$ cat src/core/dcmp_defs.svh
`ifndef DCMP_DEFS_SVH
`define DCMP_DEFS_SVH

// register indices; byte address is four times the index
`define DCMP_IDX_CELL_AUX  12'h33A
`define DCMP_IDX_PIN_OW    12'h33B
`define DCMP_IDX_IRQ_STAT  12'h340
`define DCMP_IDX_IRQ_CLR   12'h341
`define DCMP_IDX_IRQ_EN    12'h342

// reset values
`define DCMP_CELL_AUX_RST  5'h00
`define DCMP_PIN_OW_RST    7'h00
`define DCMP_IRQ_RST       5'h00

// field positions and widths
`define DCMP_CA_LSB        0
`define DCMP_CA_W          5
`define DCMP_OW_LSB        0
`define DCMP_OW_W          4
`define DCMP_PIN_LSB       4
`define DCMP_PIN_W         3
`define DCMP_NUM_CHECKS    5

// limit ranges in mV: base at code zero, step per code
`define DCMP_CA_BASE_MV    16'h0006
`define DCMP_CA_STEP_MV    16'h0003
`define DCMP_PIN_BASE_MV   16'h0004
`define DCMP_PIN_STEP_MV   16'h0004
`define DCMP_OW_BASE_MV    16'h01F4
`define DCMP_OW_STEP_MV    16'h012C

`endif

$ cat src/core/dcmp_pkg.sv
package dcmp_pkg;

   // kind of comparison requested by the diagnostic sequencer
   typedef enum logic [2:0] {
      dcmp_cell_aux,
      dcmp_busbar,
      dcmp_aux_pin,
      dcmp_ow_balance,
      dcmp_ow_cell
   } dcmp_kind_e;

   typedef struct packed {
      logic        valid;
      dcmp_kind_e  kind;
      logic [15:0] main_mv;
      logic [15:0] aux_mv;
   } dcmp_req_s;

   typedef struct packed {
      logic        valid;
      dcmp_kind_e  kind;
      logic        pass;
      logic [15:0] delta_mv;
   } dcmp_res_s;

   typedef struct packed {
      logic [15:0] cell_aux_mv;
      logic [15:0] aux_pin_mv;
      logic [15:0] open_wire_mv;
   } dcmp_limits_s;

endpackage

$ cat src/core/dcmp_limit_decode.sv
`timescale 1ns/1ps
`include "dcmp_defs.svh"

module dcmp_limit_decode
   import dcmp_pkg::*;
(
   input  wire logic [`DCMP_CA_W-1:0]  cell_aux_delta_limit,
   input  wire logic [`DCMP_PIN_W-1:0] aux_pin_delta_limit,
   input  wire logic [`DCMP_OW_W-1:0]  open_wire_limit,
   output dcmp_limits_s                limits
);

   // linear map: code zero is the base, each code adds one step
   function automatic logic [15:0] lin_limit(input logic [15:0] base,
                                             input logic [15:0] step,
                                             input logic [4:0]  code);
      logic [20:0] prod;
      prod = step * code;
      return 16'(base + prod[15:0]);
   endfunction

   // three independent codes decoded to millivolts
   always_comb begin
      limits.cell_aux_mv  = lin_limit(`DCMP_CA_BASE_MV, `DCMP_CA_STEP_MV,
                                      cell_aux_delta_limit);
      limits.aux_pin_mv   = lin_limit(`DCMP_PIN_BASE_MV, `DCMP_PIN_STEP_MV,
                                      {2'h0, aux_pin_delta_limit});
      limits.open_wire_mv = lin_limit(`DCMP_OW_BASE_MV, `DCMP_OW_STEP_MV,
                                      {1'h0, open_wire_limit});
   end

endmodule

$ cat src/core/dcmp_diag_compare.sv
// Local design decision: the AHB-Lite slave port.
`timescale 1ns/1ps
`include "dcmp_defs.svh"

module dcmp_diag_compare
   import dcmp_pkg::*;
(
   input  wire logic        hclk,
   input  wire logic        hresetn,
   input  wire logic        hsel,
   input  wire logic [31:0] haddr,
   input  wire logic [1:0]  htrans,
   input  wire logic        hwrite,
   input  wire logic [2:0]  hsize,
   input  wire logic [31:0] hwdata,
   input  wire logic        hready,
   output logic      [31:0] hrdata,
   output logic             hreadyout,
   output logic             hresp,
   input  dcmp_req_s        req,
   output dcmp_res_s        res,
   output logic             irq
);

   ////////////////////////////////////////////////////////////////////////////////
   // bus address and data phase

   logic                          dph_write_reg;
   logic                          dph_hit_reg;
   logic [11:0]                   dph_idx_reg;
   logic                          aph_take;
   logic [`DCMP_CA_W-1:0]         cell_aux_reg;
   logic [`DCMP_CA_W-1:0]         cell_aux_next;
   logic [6:0]                    pin_ow_reg;
   logic [6:0]                    pin_ow_next;
   logic [`DCMP_NUM_CHECKS-1:0]   stat_reg;
   logic [`DCMP_NUM_CHECKS-1:0]   stat_next;
   logic [`DCMP_NUM_CHECKS-1:0]   en_reg;
   logic [`DCMP_NUM_CHECKS-1:0]   en_next;
   logic [`DCMP_NUM_CHECKS-1:0]   clr_mask;
   logic [`DCMP_NUM_CHECKS-1:0]   fail_set;
   logic [31:0]                   hrdata_reg;
   logic                          wr_now;
   dcmp_limits_s                  limits;

   // only word-aligned addresses inside the small window decode
   function automatic logic addr_hit(input logic [31:0] a);
      return (a[31:14] == 18'h00000) && (a[1:0] == 2'h0);
   endfunction

   assign aph_take  = hsel && hready && htrans[1];
   assign hreadyout = 1'b1;   // zero wait states on every access
   assign hresp     = 1'b0;   // always OKAY, unmapped included
   assign wr_now    = dph_hit_reg && dph_write_reg;
   assign hrdata    = hrdata_reg;

   // address phase capture; hsize is ignored since only words are used
   always_ff @(posedge hclk or negedge hresetn) begin
      if (!hresetn) begin
         dph_write_reg <= 1'b0;
         dph_hit_reg   <= 1'b0;
         dph_idx_reg   <= 12'h000;
      end else if (hready) begin
         dph_write_reg <= aph_take && hwrite;
         dph_hit_reg   <= aph_take && addr_hit(haddr);
         dph_idx_reg   <= haddr[13:2];
      end
   end

   ////////////////////////////////////////////////////////////////////////////////
   // threshold registers

   // write lands at the end of the data phase; reserved bit never stored
   always_comb begin
      cell_aux_next = cell_aux_reg;
      pin_ow_next   = pin_ow_reg;
      en_next       = en_reg;
      clr_mask      = '0;
      if (wr_now) begin
         unique case (dph_idx_reg)
            `DCMP_IDX_CELL_AUX: cell_aux_next = hwdata[`DCMP_CA_W-1:0];
            `DCMP_IDX_PIN_OW:   pin_ow_next   = hwdata[6:0];
            `DCMP_IDX_IRQ_EN:   en_next       = hwdata[`DCMP_NUM_CHECKS-1:0];
            `DCMP_IDX_IRQ_CLR:  clr_mask      = hwdata[`DCMP_NUM_CHECKS-1:0];
            default: ;
         endcase
      end
   end

   // both limit registers come out of reset at zero
   always_ff @(posedge hclk or negedge hresetn) begin
      if (!hresetn) begin
         cell_aux_reg <= `DCMP_CELL_AUX_RST;
         pin_ow_reg   <= `DCMP_PIN_OW_RST;
      end else begin
         cell_aux_reg <= cell_aux_next;
         pin_ow_reg   <= pin_ow_next;
      end
   end

   // read data from next values so a read right after a write sees it
   always_ff @(posedge hclk or negedge hresetn) begin
      if (!hresetn) begin
         hrdata_reg <= 32'h00000000;
      end else if (aph_take && !hwrite) begin
         hrdata_reg <= 32'h00000000;
         if (addr_hit(haddr)) begin
            unique case (haddr[13:2])
               `DCMP_IDX_CELL_AUX: hrdata_reg <= {27'h0000000, cell_aux_next};
               `DCMP_IDX_PIN_OW:   hrdata_reg <= {25'h0000000, pin_ow_next};
               `DCMP_IDX_IRQ_STAT: hrdata_reg <= {27'h0000000, stat_next};
               `DCMP_IDX_IRQ_EN:   hrdata_reg <= {27'h0000000, en_next};
               default: ;
            endcase
         end
      end
   end

   ////////////////////////////////////////////////////////////////////////////////
   // comparison

   dcmp_limit_decode dcmp_limit_decode_i (
      .cell_aux_delta_limit (cell_aux_reg),
      .aux_pin_delta_limit  (pin_ow_reg[`DCMP_PIN_LSB +: `DCMP_PIN_W]),
      .open_wire_limit      (pin_ow_reg[`DCMP_OW_LSB +: `DCMP_OW_W]),
      .limits               (limits)
   );

   logic [15:0] req_delta;
   logic [15:0] req_limit;

   // magnitude of main minus aux, then the limit that governs this kind
   always_comb begin
      req_delta = (req.main_mv >= req.aux_mv) ? 16'(req.main_mv - req.aux_mv)
                                               : 16'(req.aux_mv - req.main_mv);
      unique case (req.kind)
         dcmp_cell_aux, dcmp_busbar:    req_limit = limits.cell_aux_mv;
         dcmp_aux_pin:                  req_limit = limits.aux_pin_mv;
         dcmp_ow_balance, dcmp_ow_cell: req_limit = limits.open_wire_mv;
         default:                       req_limit = 16'h0000;
      endcase
   end

   // one cycle from request to result; pass only strictly below
   always_ff @(posedge hclk or negedge hresetn) begin
      if (!hresetn) begin
         res <= '0;
      end else begin
         res.valid    <= req.valid;
         res.kind     <= req.kind;
         res.pass     <= req_delta < req_limit;
         res.delta_mv <= req_delta;
      end
   end

   ////////////////////////////////////////////////////////////////////////////////
   // interrupt status

   always_comb begin
      fail_set = '0;
      if (res.valid && !res.pass) begin
         fail_set[res.kind] = 1'b1;
      end
   end

   // set wins over a clear in the same cycle so no failure is lost
   assign stat_next = (stat_reg & ~clr_mask) | fail_set;

   always_ff @(posedge hclk or negedge hresetn) begin
      if (!hresetn) begin
         stat_reg <= `DCMP_IRQ_RST;
         en_reg   <= `DCMP_IRQ_RST;
      end else begin
         stat_reg <= stat_next;
         en_reg   <= en_next;
      end
   end

   assign irq = |(stat_reg & en_reg);

   // independent reference of the linear maps
   int exp_ca;
   int exp_pin;
   int exp_ow;
   assign exp_ca  = 6 + 3 * int'(cell_aux_reg);
   assign exp_pin = 4 + 4 * int'(pin_ow_reg[6:4]);
   assign exp_ow  = 500 + 300 * int'(pin_ow_reg[3:0]);
endmodule

$ cat config.mk
export PLATFORM = sky130hd
export DESIGN_NAME = dcmp_diag_compare
export DESIGN_NICKNAME = d
export VERILOG_FILES = /design/src/core/dcmp_pkg.sv /design/src/core/dcmp_limit_decode.sv /design/src/core/dcmp_diag_compare.sv
export VERILOG_INCLUDE_DIRS = /design/src /design/src/core
export SDC_FILE = /design/constraint.sdc
export NUM_CORES = 1
export LEC_CHECK = 0
export ABC_AREA = 1
export BUFFER_PORTS_ARGS = -buffer_cell sky130_fd_sc_hd__buf_2
export CORE_MARGIN = 4
export CORE_UTILIZATION = 45
export CTS_CLUSTER_SIZE = 24
export DETAILED_ROUTE_END_ITERATION = 7
export PLACE_DENSITY = 0.73
export SETUP_SLACK_MARGIN = 0.1
export SLEW_MARGIN = 10
export SYNTH_ARGS = -nofsm -noshare
export SYNTH_HDL_FRONTEND = slang
export SYNTH_SLANG_ARGS = --single-unit
export TNS_END_PERCENT = 30
$ cat constraint.sdc
create_clock -name hclk -period 3.05 [get_ports hclk]
set_input_delay 0.1525 -clock hclk [delete_from_list [all_inputs] [get_ports hclk]]
set_output_delay 0.1525 -clock hclk [all_outputs]
set_load 0.05 [all_outputs]
==> parameters.txt, run 1 <==
Parameter                              Value

Run status
  Run status ... finished with violations
  Failing checks ... setup timing

Critical path
  Critical path arrival ... 3510 ps
  Worst setup slack for register-to-register paths ... -200 ps
  Launch point of the critical path ... pin_ow_reg[3]$_DFF_PN0_
  Worst flop-to-flop path startpoint ... pin_ow_reg[3]$_DFF_PN0_
  Data required time at the worst endpoint ... 3310 ps
  Setup crit start kind ... register
  Critical path endpoint category ... register
  Worst setup path category ... reg -> reg
  Number of cell instances on the worst register-to-register path ... 17
  Biggest fanout along the worst timing path ... 4

Worst hold path
  Cell depth of the worst min-delay path ... 3
  HP Class ... in -> reg
  Hold path start ... haddr[11]

Clock tree
  CTS clk-pin slew, worst paths ... 50 ps
  TritonCTS clock tree ... built
  CTS sink cnt ... 64
  Clock Tree Root ... clkbuf_16
  Inserted Clock Buffers ... 9
  Worst-case clock buffer depth ... 2
  Clock latency at the later pin of the worst-skew pair ... 340 ps
  Max H-tree Level ... 3

Timing
  Worst hold slack after final layout ... 50.5 ps
  Final worst slack ... -201 ps
  FMAX ... 308 MHz
  Pin slew with the least headroom to its limit ... 740 ps
  Headroom to the max-slew limit ... 0.505
  Time the final worst path needs with I/O delays and setup ... 3250 ps
  Setup repair after global routing missed its margin ... yes
  Total of endpoints with negative setup slack in the final report ... 1
  Final Slew Violations ... 0
  Endpoints failing hold ... 0
  Final cycle utilization of the critical path ... 1.07
  Final worst clock skew ... 6.16 ps

Placement
  RD Place Congestion ... 0.929
  # port buffers ... 109
  Half-perimeter wire length after placement ... 13.2 mm
  # placed instances ... 1,224
  Worst setup timing slack at the placement stage ... -166 ps

Layout
  Antenna fix cells ... 0
  Commonest non-fill, non-tap cell in the layout ... nand2_1
  Finished Layout Cells ... 1,257
  Area overhead of the layout relative to synthesis ... 23.7%
  Share of final-layout standard cells stronger than drive strength 1 ... 0.204
  Layout Utilization ... 0.569
  Most frequent cells in the layout ... nand2_1 (272), inv_1 (153), buf_2 (109), nand3_1 (68), dfrtp_1 (64)
  Final-layout fill cell count ... 1,315
  Number of nets in the layout ... 1,257
  Number of flip-flops under the largest register name ... 21

Synth
  Adder and majority cell fraction of the synthesized area ... 0.150
  Simple logic cell fraction of the synthesized area ... 0.336
  Yosys Warn Count ... 0
  Register bit count reported by yosys ... 64
  Post-synthesis cell area ... 6120 sq um
  Post-Syn Instances ... 920
  Number of distinct library cells after synthesis ... 43
  Synthesized area per cell ... 6.65 sq um
  Combinational family with the most area after synthesis ... simple AND/OR/NAND/NOR gates
  Parity-gate share of the synthesized area counting xor and xnor cells ... 0.0301
  Post-synthesis sequential area ratio ... 0.262
  Synthesized-area fraction occupied by ao, oa, aoi and oai cells ... 0.0791
  Proportion of synthesized area in mux cells ... 0

Global route
  Global-route wire length before repair ... 26.4 mm
  Global routing usage summed across all routing layers ... 0.205
  Number of antenna violations at the first check in global routing ... 0
  Total congestion overflow after global routing ... 0
  Maximum number of pins on one net before global-route repair ... 42
  Vias in the first global route ... 5,708

Route
  First-pass DRT Iterations ... 6
  Routed vias/inst ... 4.90
  Remaining routing DRC violations ... 0
  Detail Route Antenna Nets ... 0
  Routed Wire Length ... 16.3 mm
  Via count ... 6,157
  Detailed-route wire length per cell ... 12.9 microns
  Count of routing violations after the opening detailed-route iteration ... 383

Power
  Worst vdd ir ... 252 uV
  Total power consumption of the routed design ... 3.19 mW
  Leakage component of the power ... 4.35 nW
  Internal power contribution ... 1.98 mW
  Cell Pwr Density ... 421 nW/um^2
  Combinational share of power ... 0.355
  Switching Fraction ... 0.379
  Power share of the sequential group ... 0.300
  Part of the total power dissipated in the clock network ... 0.345
  NetSw ... 1.21 mW

Floorplanning
  Initial Util ... 0.460
  Die boundary height ... 125 microns
  DIE WIDTH ... 125 microns
  Cell row count ... 42
  Area of the die ... 15,500 sq um
  IO Pins ... 166
  Core Box Area ... 13,300 sq um

Run
  Maximum Capacitance Violations ... 0
[cell families after synthesis]
family / after synthesis
simple gates: 476
buf+inv: 199
compound gates: 87
fa+ha+maj: 71
flops: 64
xor+xnor: 21
other cells: 2
[power groups by stage]
stage	registers [mW]	clock network [mW]	logic [mW]
after floorplan	1.17	0	0.589
final	0.957	1.10	1.13
after CTS	0.957	1.11	1.10
after global placement	0.973	0	1.07
after detailed placement	0.970	0	1.09
after global routing	0.964	1.15	1.25
[through the flow]
stage | area (sq um) | TNS, ps
floorplan | 6260 | 0
global placement | 6990 | -65.3
detailed placement | 6990 | -166
CTS | 7460 | -249
global route | 7570 | -400
finish | 7570 | -201
[worst paths after layout]
| kind | to |
|---|---|
| max | res[16]$_DFF_PN0_ |
| min | dph_idx_reg[9]$_DFFE_PN0P_ |
| max reg2reg | res[16]$_DFF_PN0_ |
| min reg2reg | dph_idx_reg[9]$_DFFE_PN0P_ |
| max in group asynchronous | res[1]$_DFF_PN0_ |
| min in group asynchronous | stat_reg[3]$_DFF_PN0_ |
[critical path: stages, from the launching register on]
cell      delay (ps)
dfrtp_1          400
ha_1             310
inv_2             40
fa_2             540
inv_4             50
ha_4             240
inv_2             50
nand2_2           70
nor3b_4          220
nand2_2          110
buf_4            150
o21ai_1          120
ha_1             270
a21oi_2          170
nor3_2            70
a211oi_2         200
a21oi_2           90
nor2_1            90
[timing repair]
item / in CTS / in global routing
pin swaps: 13 / 11
endpoints found under the setup margin: 1 / 1
buffers inserted: 7 / 5
hold buffers: 5 / 0
endpoints found under the hold margin: 27 / 0
gates cloned: 0 / 0
resized for setup: 13 / 18
[layer usage]
metal,up-vias,share of wire,global-route usage
met5,-,0,0
met4,0,0.021,0.0683
met3,28,0.053,0.0352
met2,188,0.47,0.339
met1,2791,0.45,0.272
li1,3150,-,-
[layout make-up]
| class | count | area (sq um) | share of cell area |
|---|---|---|---|
| Clock buffer | 11 | 233 | 0.0307 |
| Sequential cell | 64 | 1600 | 0.212 |
| Multi-Input combinational cell | 682 | 3910 | 0.516 |
| Tap cell | 176 | 220 | 0.0291 |
| Timing Repair Buffer | 155 | 907 | 0.120 |
| Inverter | 164 | 621 | 0.0820 |
| Clock inverter | 5 | 81.3 | 0.0107 |
[synthesized netlist by cell type (all sizes together)]
library cell,n,share of area
a2bb2oi,1,0.0014
nand4,15,0.015
xor2,15,0.021
a22oi,1,0.0012
nand3,73,0.061
o211ai,1,0.0012
a21o,2,0.0025
nand3b,1,0.0012
ha,67,0.14
and2,13,0.013
nor2,66,0.044
nor3b,2,0.0025
o21a,1,0.0012
o21ai,26,0.021
o22ai,1,0.0010
o211a,1,0.0016
or2,3,0.0031
dfrtp,64,0.26
a211oi,4,0.0049
buf,32,0.039
clkbuf,3,0.0018
inv,164,0.10
a21oi,45,0.037
a221oi,2,0.0029
o21bai,2,0.0025
nand2,282,0.18
fa,4,0.013
xnor2,6,0.0086
nor3,16,0.016
conb,2,0.0012
nor4,5,0.0051
No activity file was read; power rests on OpenSTA's default activity.
==> run 2, diff against run 1 <==
PLACE_DENSITY = default   (was 0.73)
PLACE_DENSITY_LB_ADDON = 0.2   (was default)
SETUP_SLACK_MARGIN = 0.02   (was 0.1)
SKIP_LAST_GASP = 1   (was default)
==> parameters.txt, run 2 (same netlist as run 1, synthesis figures left out) <==
Parameter                              Value

Floorplanning
  Core Box Area ... 13,300 sq um (unchanged)
  Initial Util ... 0.460 (unchanged)
  Die boundary height ... 125 microns (unchanged)
  Cell row count ... 42 (unchanged)
  IO Pins ... 166 (unchanged)
  Area of the die ... 15,500 sq um (unchanged)
  DIE WIDTH ... 125 microns (unchanged)

Run
  Maximum Capacitance Violations ... 0 (unchanged)

Global route
  Met3 Track Usage GR ... 0.0399 (+0.00472)
  Maximum number of pins on one net before global-route repair ... 65 (+55%)
  Vias in the first global route ... 5,647 (-1.1%)
  Layer with the highest usage after global routing ... met2
  Number of antenna violations at the first check in global routing ... 0 (unchanged)
  Total congestion overflow after global routing ... 0 (unchanged)
  Grt met1 use ... 0.293 (+0.0214)
  Global routing usage on met2 ... 0.323 (-0.0156)
  Global-route wire length before repair ... 26.4 mm (unchanged)
  Global routing usage summed across all routing layers ... 0.206 (+0.000740)

Clock tree
  CTS sink cnt ... 64 (unchanged)
  Clock Tree Root ... clkbuf_16
  Inserted Clock Buffers ... 9 (unchanged)
  Worst-case clock buffer depth ... 2 (unchanged)
  Max H-tree Level ... 3 (unchanged)
  Clock latency at the later pin of the worst-skew pair ... 340 ps (about the same)
  CTS clk-pin slew, worst paths ... 50 ps (about the same)
  TritonCTS clock tree ... built

Layout
  Area overhead of the layout relative to synthesis ... 26.5%
  Number of nets in the layout ... 1,267 (+0.80%)
  Commonest non-fill, non-tap cell in the layout ... nand2_1
  Share of final-layout standard cells stronger than drive strength 1 ... 0.219 (+0.0158)
  Most frequent cells in the layout ... nand2_1 (269), inv_1 (152), buf_2 (109), nand3_1 (69), dfrtp_1 (64)
  Number of flip-flops under the largest register name ... 21 (unchanged)
  Antenna fix cells ... 0 (unchanged)
  Final design instance area without fill ... 7740 sq um (+2.2%)

Power
  Internal power contribution ... 2.04 mW (+3.2%)
  NetSw ... 1.19 mW (-1.3%)
  Cell Pwr Density ... 418 nW/um^2 (-0.68%)
  Part of the total power dissipated in the clock network ... 0.343 (-0.002)
  Switching Fraction ... 0.369 (-0.0104)
  Worst vdd ir ... 251 uV (-0.27%)
  Combinational share of power ... 0.362 (+0.007)
  Leakage component of the power ... 4.44 nW (+2.1%)
  Power share of the sequential group ... 0.296 (-0.004)

Run status
  Run status ... finished with violations
  Failing checks ... hold timing, setup timing

Critical path
  Setup crit start kind ... register
  Worst flop-to-flop path startpoint ... pin_ow_reg[3]$_DFF_PN0_
  Critical path arrival ... 3460 ps (-50 ps)
  Biggest fanout along the worst timing path ... 4 (unchanged)
  Data required time at the worst endpoint ... 3320 ps (about the same)
  Worst setup slack for register-to-register paths ... -140 ps (+60 ps)
  Worst setup path category ... reg -> reg
  Critical path endpoint category ... register
  Launch point of the critical path ... pin_ow_reg[3]$_DFF_PN0_

Placement
  Worst setup timing slack at the placement stage ... -167 ps (-0.901 ps)
  RD Place Congestion ... 0.960 (+3.4%)
  # port buffers ... 109 (unchanged)
  Half-perimeter wire length after placement ... 13.2 mm (about the same)
  Placed Instance Area ... 7070 sq um (+1.1%)

Route
  First-pass DRT Iterations ... 5 (-1)
  Detail Route Antenna Nets ... 0 (unchanged)
  Via count ... 6,122 (-0.57%)
  Count of routing violations after the opening detailed-route iteration ... 346 (-9.7%)
  Detailed-route wire length per cell ... 12.8 microns (-0.93%)
  Routed vias/inst ... 4.84 (-1.3%)
  Routed Wire Length ... 16.2 mm (-0.22%)
  Remaining routing DRC violations ... 0 (unchanged)

Timing
  Final Slew Violations ... 0 (unchanged)
  FMAX ... 313 MHz (+1.9%)
  Time the final worst path needs with I/O delays and setup ... 3190 ps (-60.4 ps)
  Final cycle utilization of the critical path ... 1.05 (-0.0198)
  Headroom to the max-slew limit ... 0.442 (-0.0629)
  Endpoints failing hold ... 2 (+2)
  Total of endpoints with negative setup slack in the final report ... 1 (unchanged)
  Pin slew with the least headroom to its limit ... 837 ps (+97.1 ps)
  Final worst slack ... -141 ps (+60.4 ps)
  Setup repair after global routing missed its margin ... yes
  Worst hold slack after final layout ... -2.29 ps (-52.8 ps)
  Final worst clock skew ... 2.31 ps (-3.85 ps)

Worst hold path
  HP Class ... in -> async
-- run 2: cell types whose count changed in the layout (fill, tap and decap cells not counted), sizes merged --
| cell | before | now |
|---|---|---|
| clkinvlp | 1 | 0 |
| dlygate4sd3 | 5 | 4 |
| buf | 150 | 161 |
| clkinv | 2 | 1 |
| clkbuf | 11 | 12 |
-- run 2: power groups by stage --
stage	Sequential, mW	Combinational, mW	Clock [mW]
6_report	0.957	1.17	1.11
5_1_grt	0.964	1.29	1.16
4_1_cts	0.958	1.11	1.12
3_5_place_dp	0.971	1.10	0
3_3_place_gp	0.971	1.10	0
2_1_floorplan	1.17	0.589	0
-- run 2: metrics by stage --
step	cells	power, mW	TNS [ps]	util
2_1_floorplan	945	1.76	0	-
3_3_place_gp	1234	2.07	-103	0.532
3_5_place_dp	1234	2.07	-167	0.532
4_1_cts	1264	3.20	-124	0.568
5_1_grt	1266	3.42	-310	0.582
6_report	1266	3.24	-141	0.582
-- run 2: worst paths after layout --
path | to | cells past startpoint
worst max-delay path | res[16]$_DFF_PN0_ | 17
worst min-delay path | stat_reg[2]$_DFF_PN0_ | 2
worst max register to register | res[16]$_DFF_PN0_ | 17
worst min register to register | dph_idx_reg[8]$_DFFE_PN0P_ | 2
max in group asynchronous | hrdata[6]$_DFFE_PN0P_ | 2
min in group hclk | dph_idx_reg[11]$_DFFE_PN0P_ | 3
-- run 2: critical path, stage by stage (launching register included) --
cell and delay (ps):
dfrtp_1 410, ha_1 300, inv_2 40, fa_2 550
inv_4 60, ha_4 240, inv_1 70, nand2_2 80
nor3b_4 210, nand2_2 120, buf_4 160, o21ai_2 140
ha_4 230, a21oi_4 150, nor3_4 50, a211oi_2 160
a21oi_2 80, nor2_1 90
-- run 2: routing by layer --
metal  vias to the layer above  share of wire
met4                         0          0.014
met1                      2768           0.48
met2                       164           0.45
li1                       3173              -
met3                        17          0.052
met5                         -              0
-- run 2: what timing repair did --
action / 4_1_cts / 5_1_grt
endpoints found under the setup margin: 1 / 1
pin swaps: 14 / 28
hold buffers: 4 / 0
buffers inserted: 11 / 2
gates resized for setup: 10 / 39
hold endpoints to repair: 4 / 0
-- run 2: cell type report --
class | count | area (sq um)
fillers | 1314 | 5560
multi-input cells | 682 | 3980
well taps | 176 | 220
flip-flops and latches | 64 | 1600
clock buffers | 12 | 256
inverters | 164 | 623
clock inverters | 3 | 65.1
repair buffers | 165 | 987
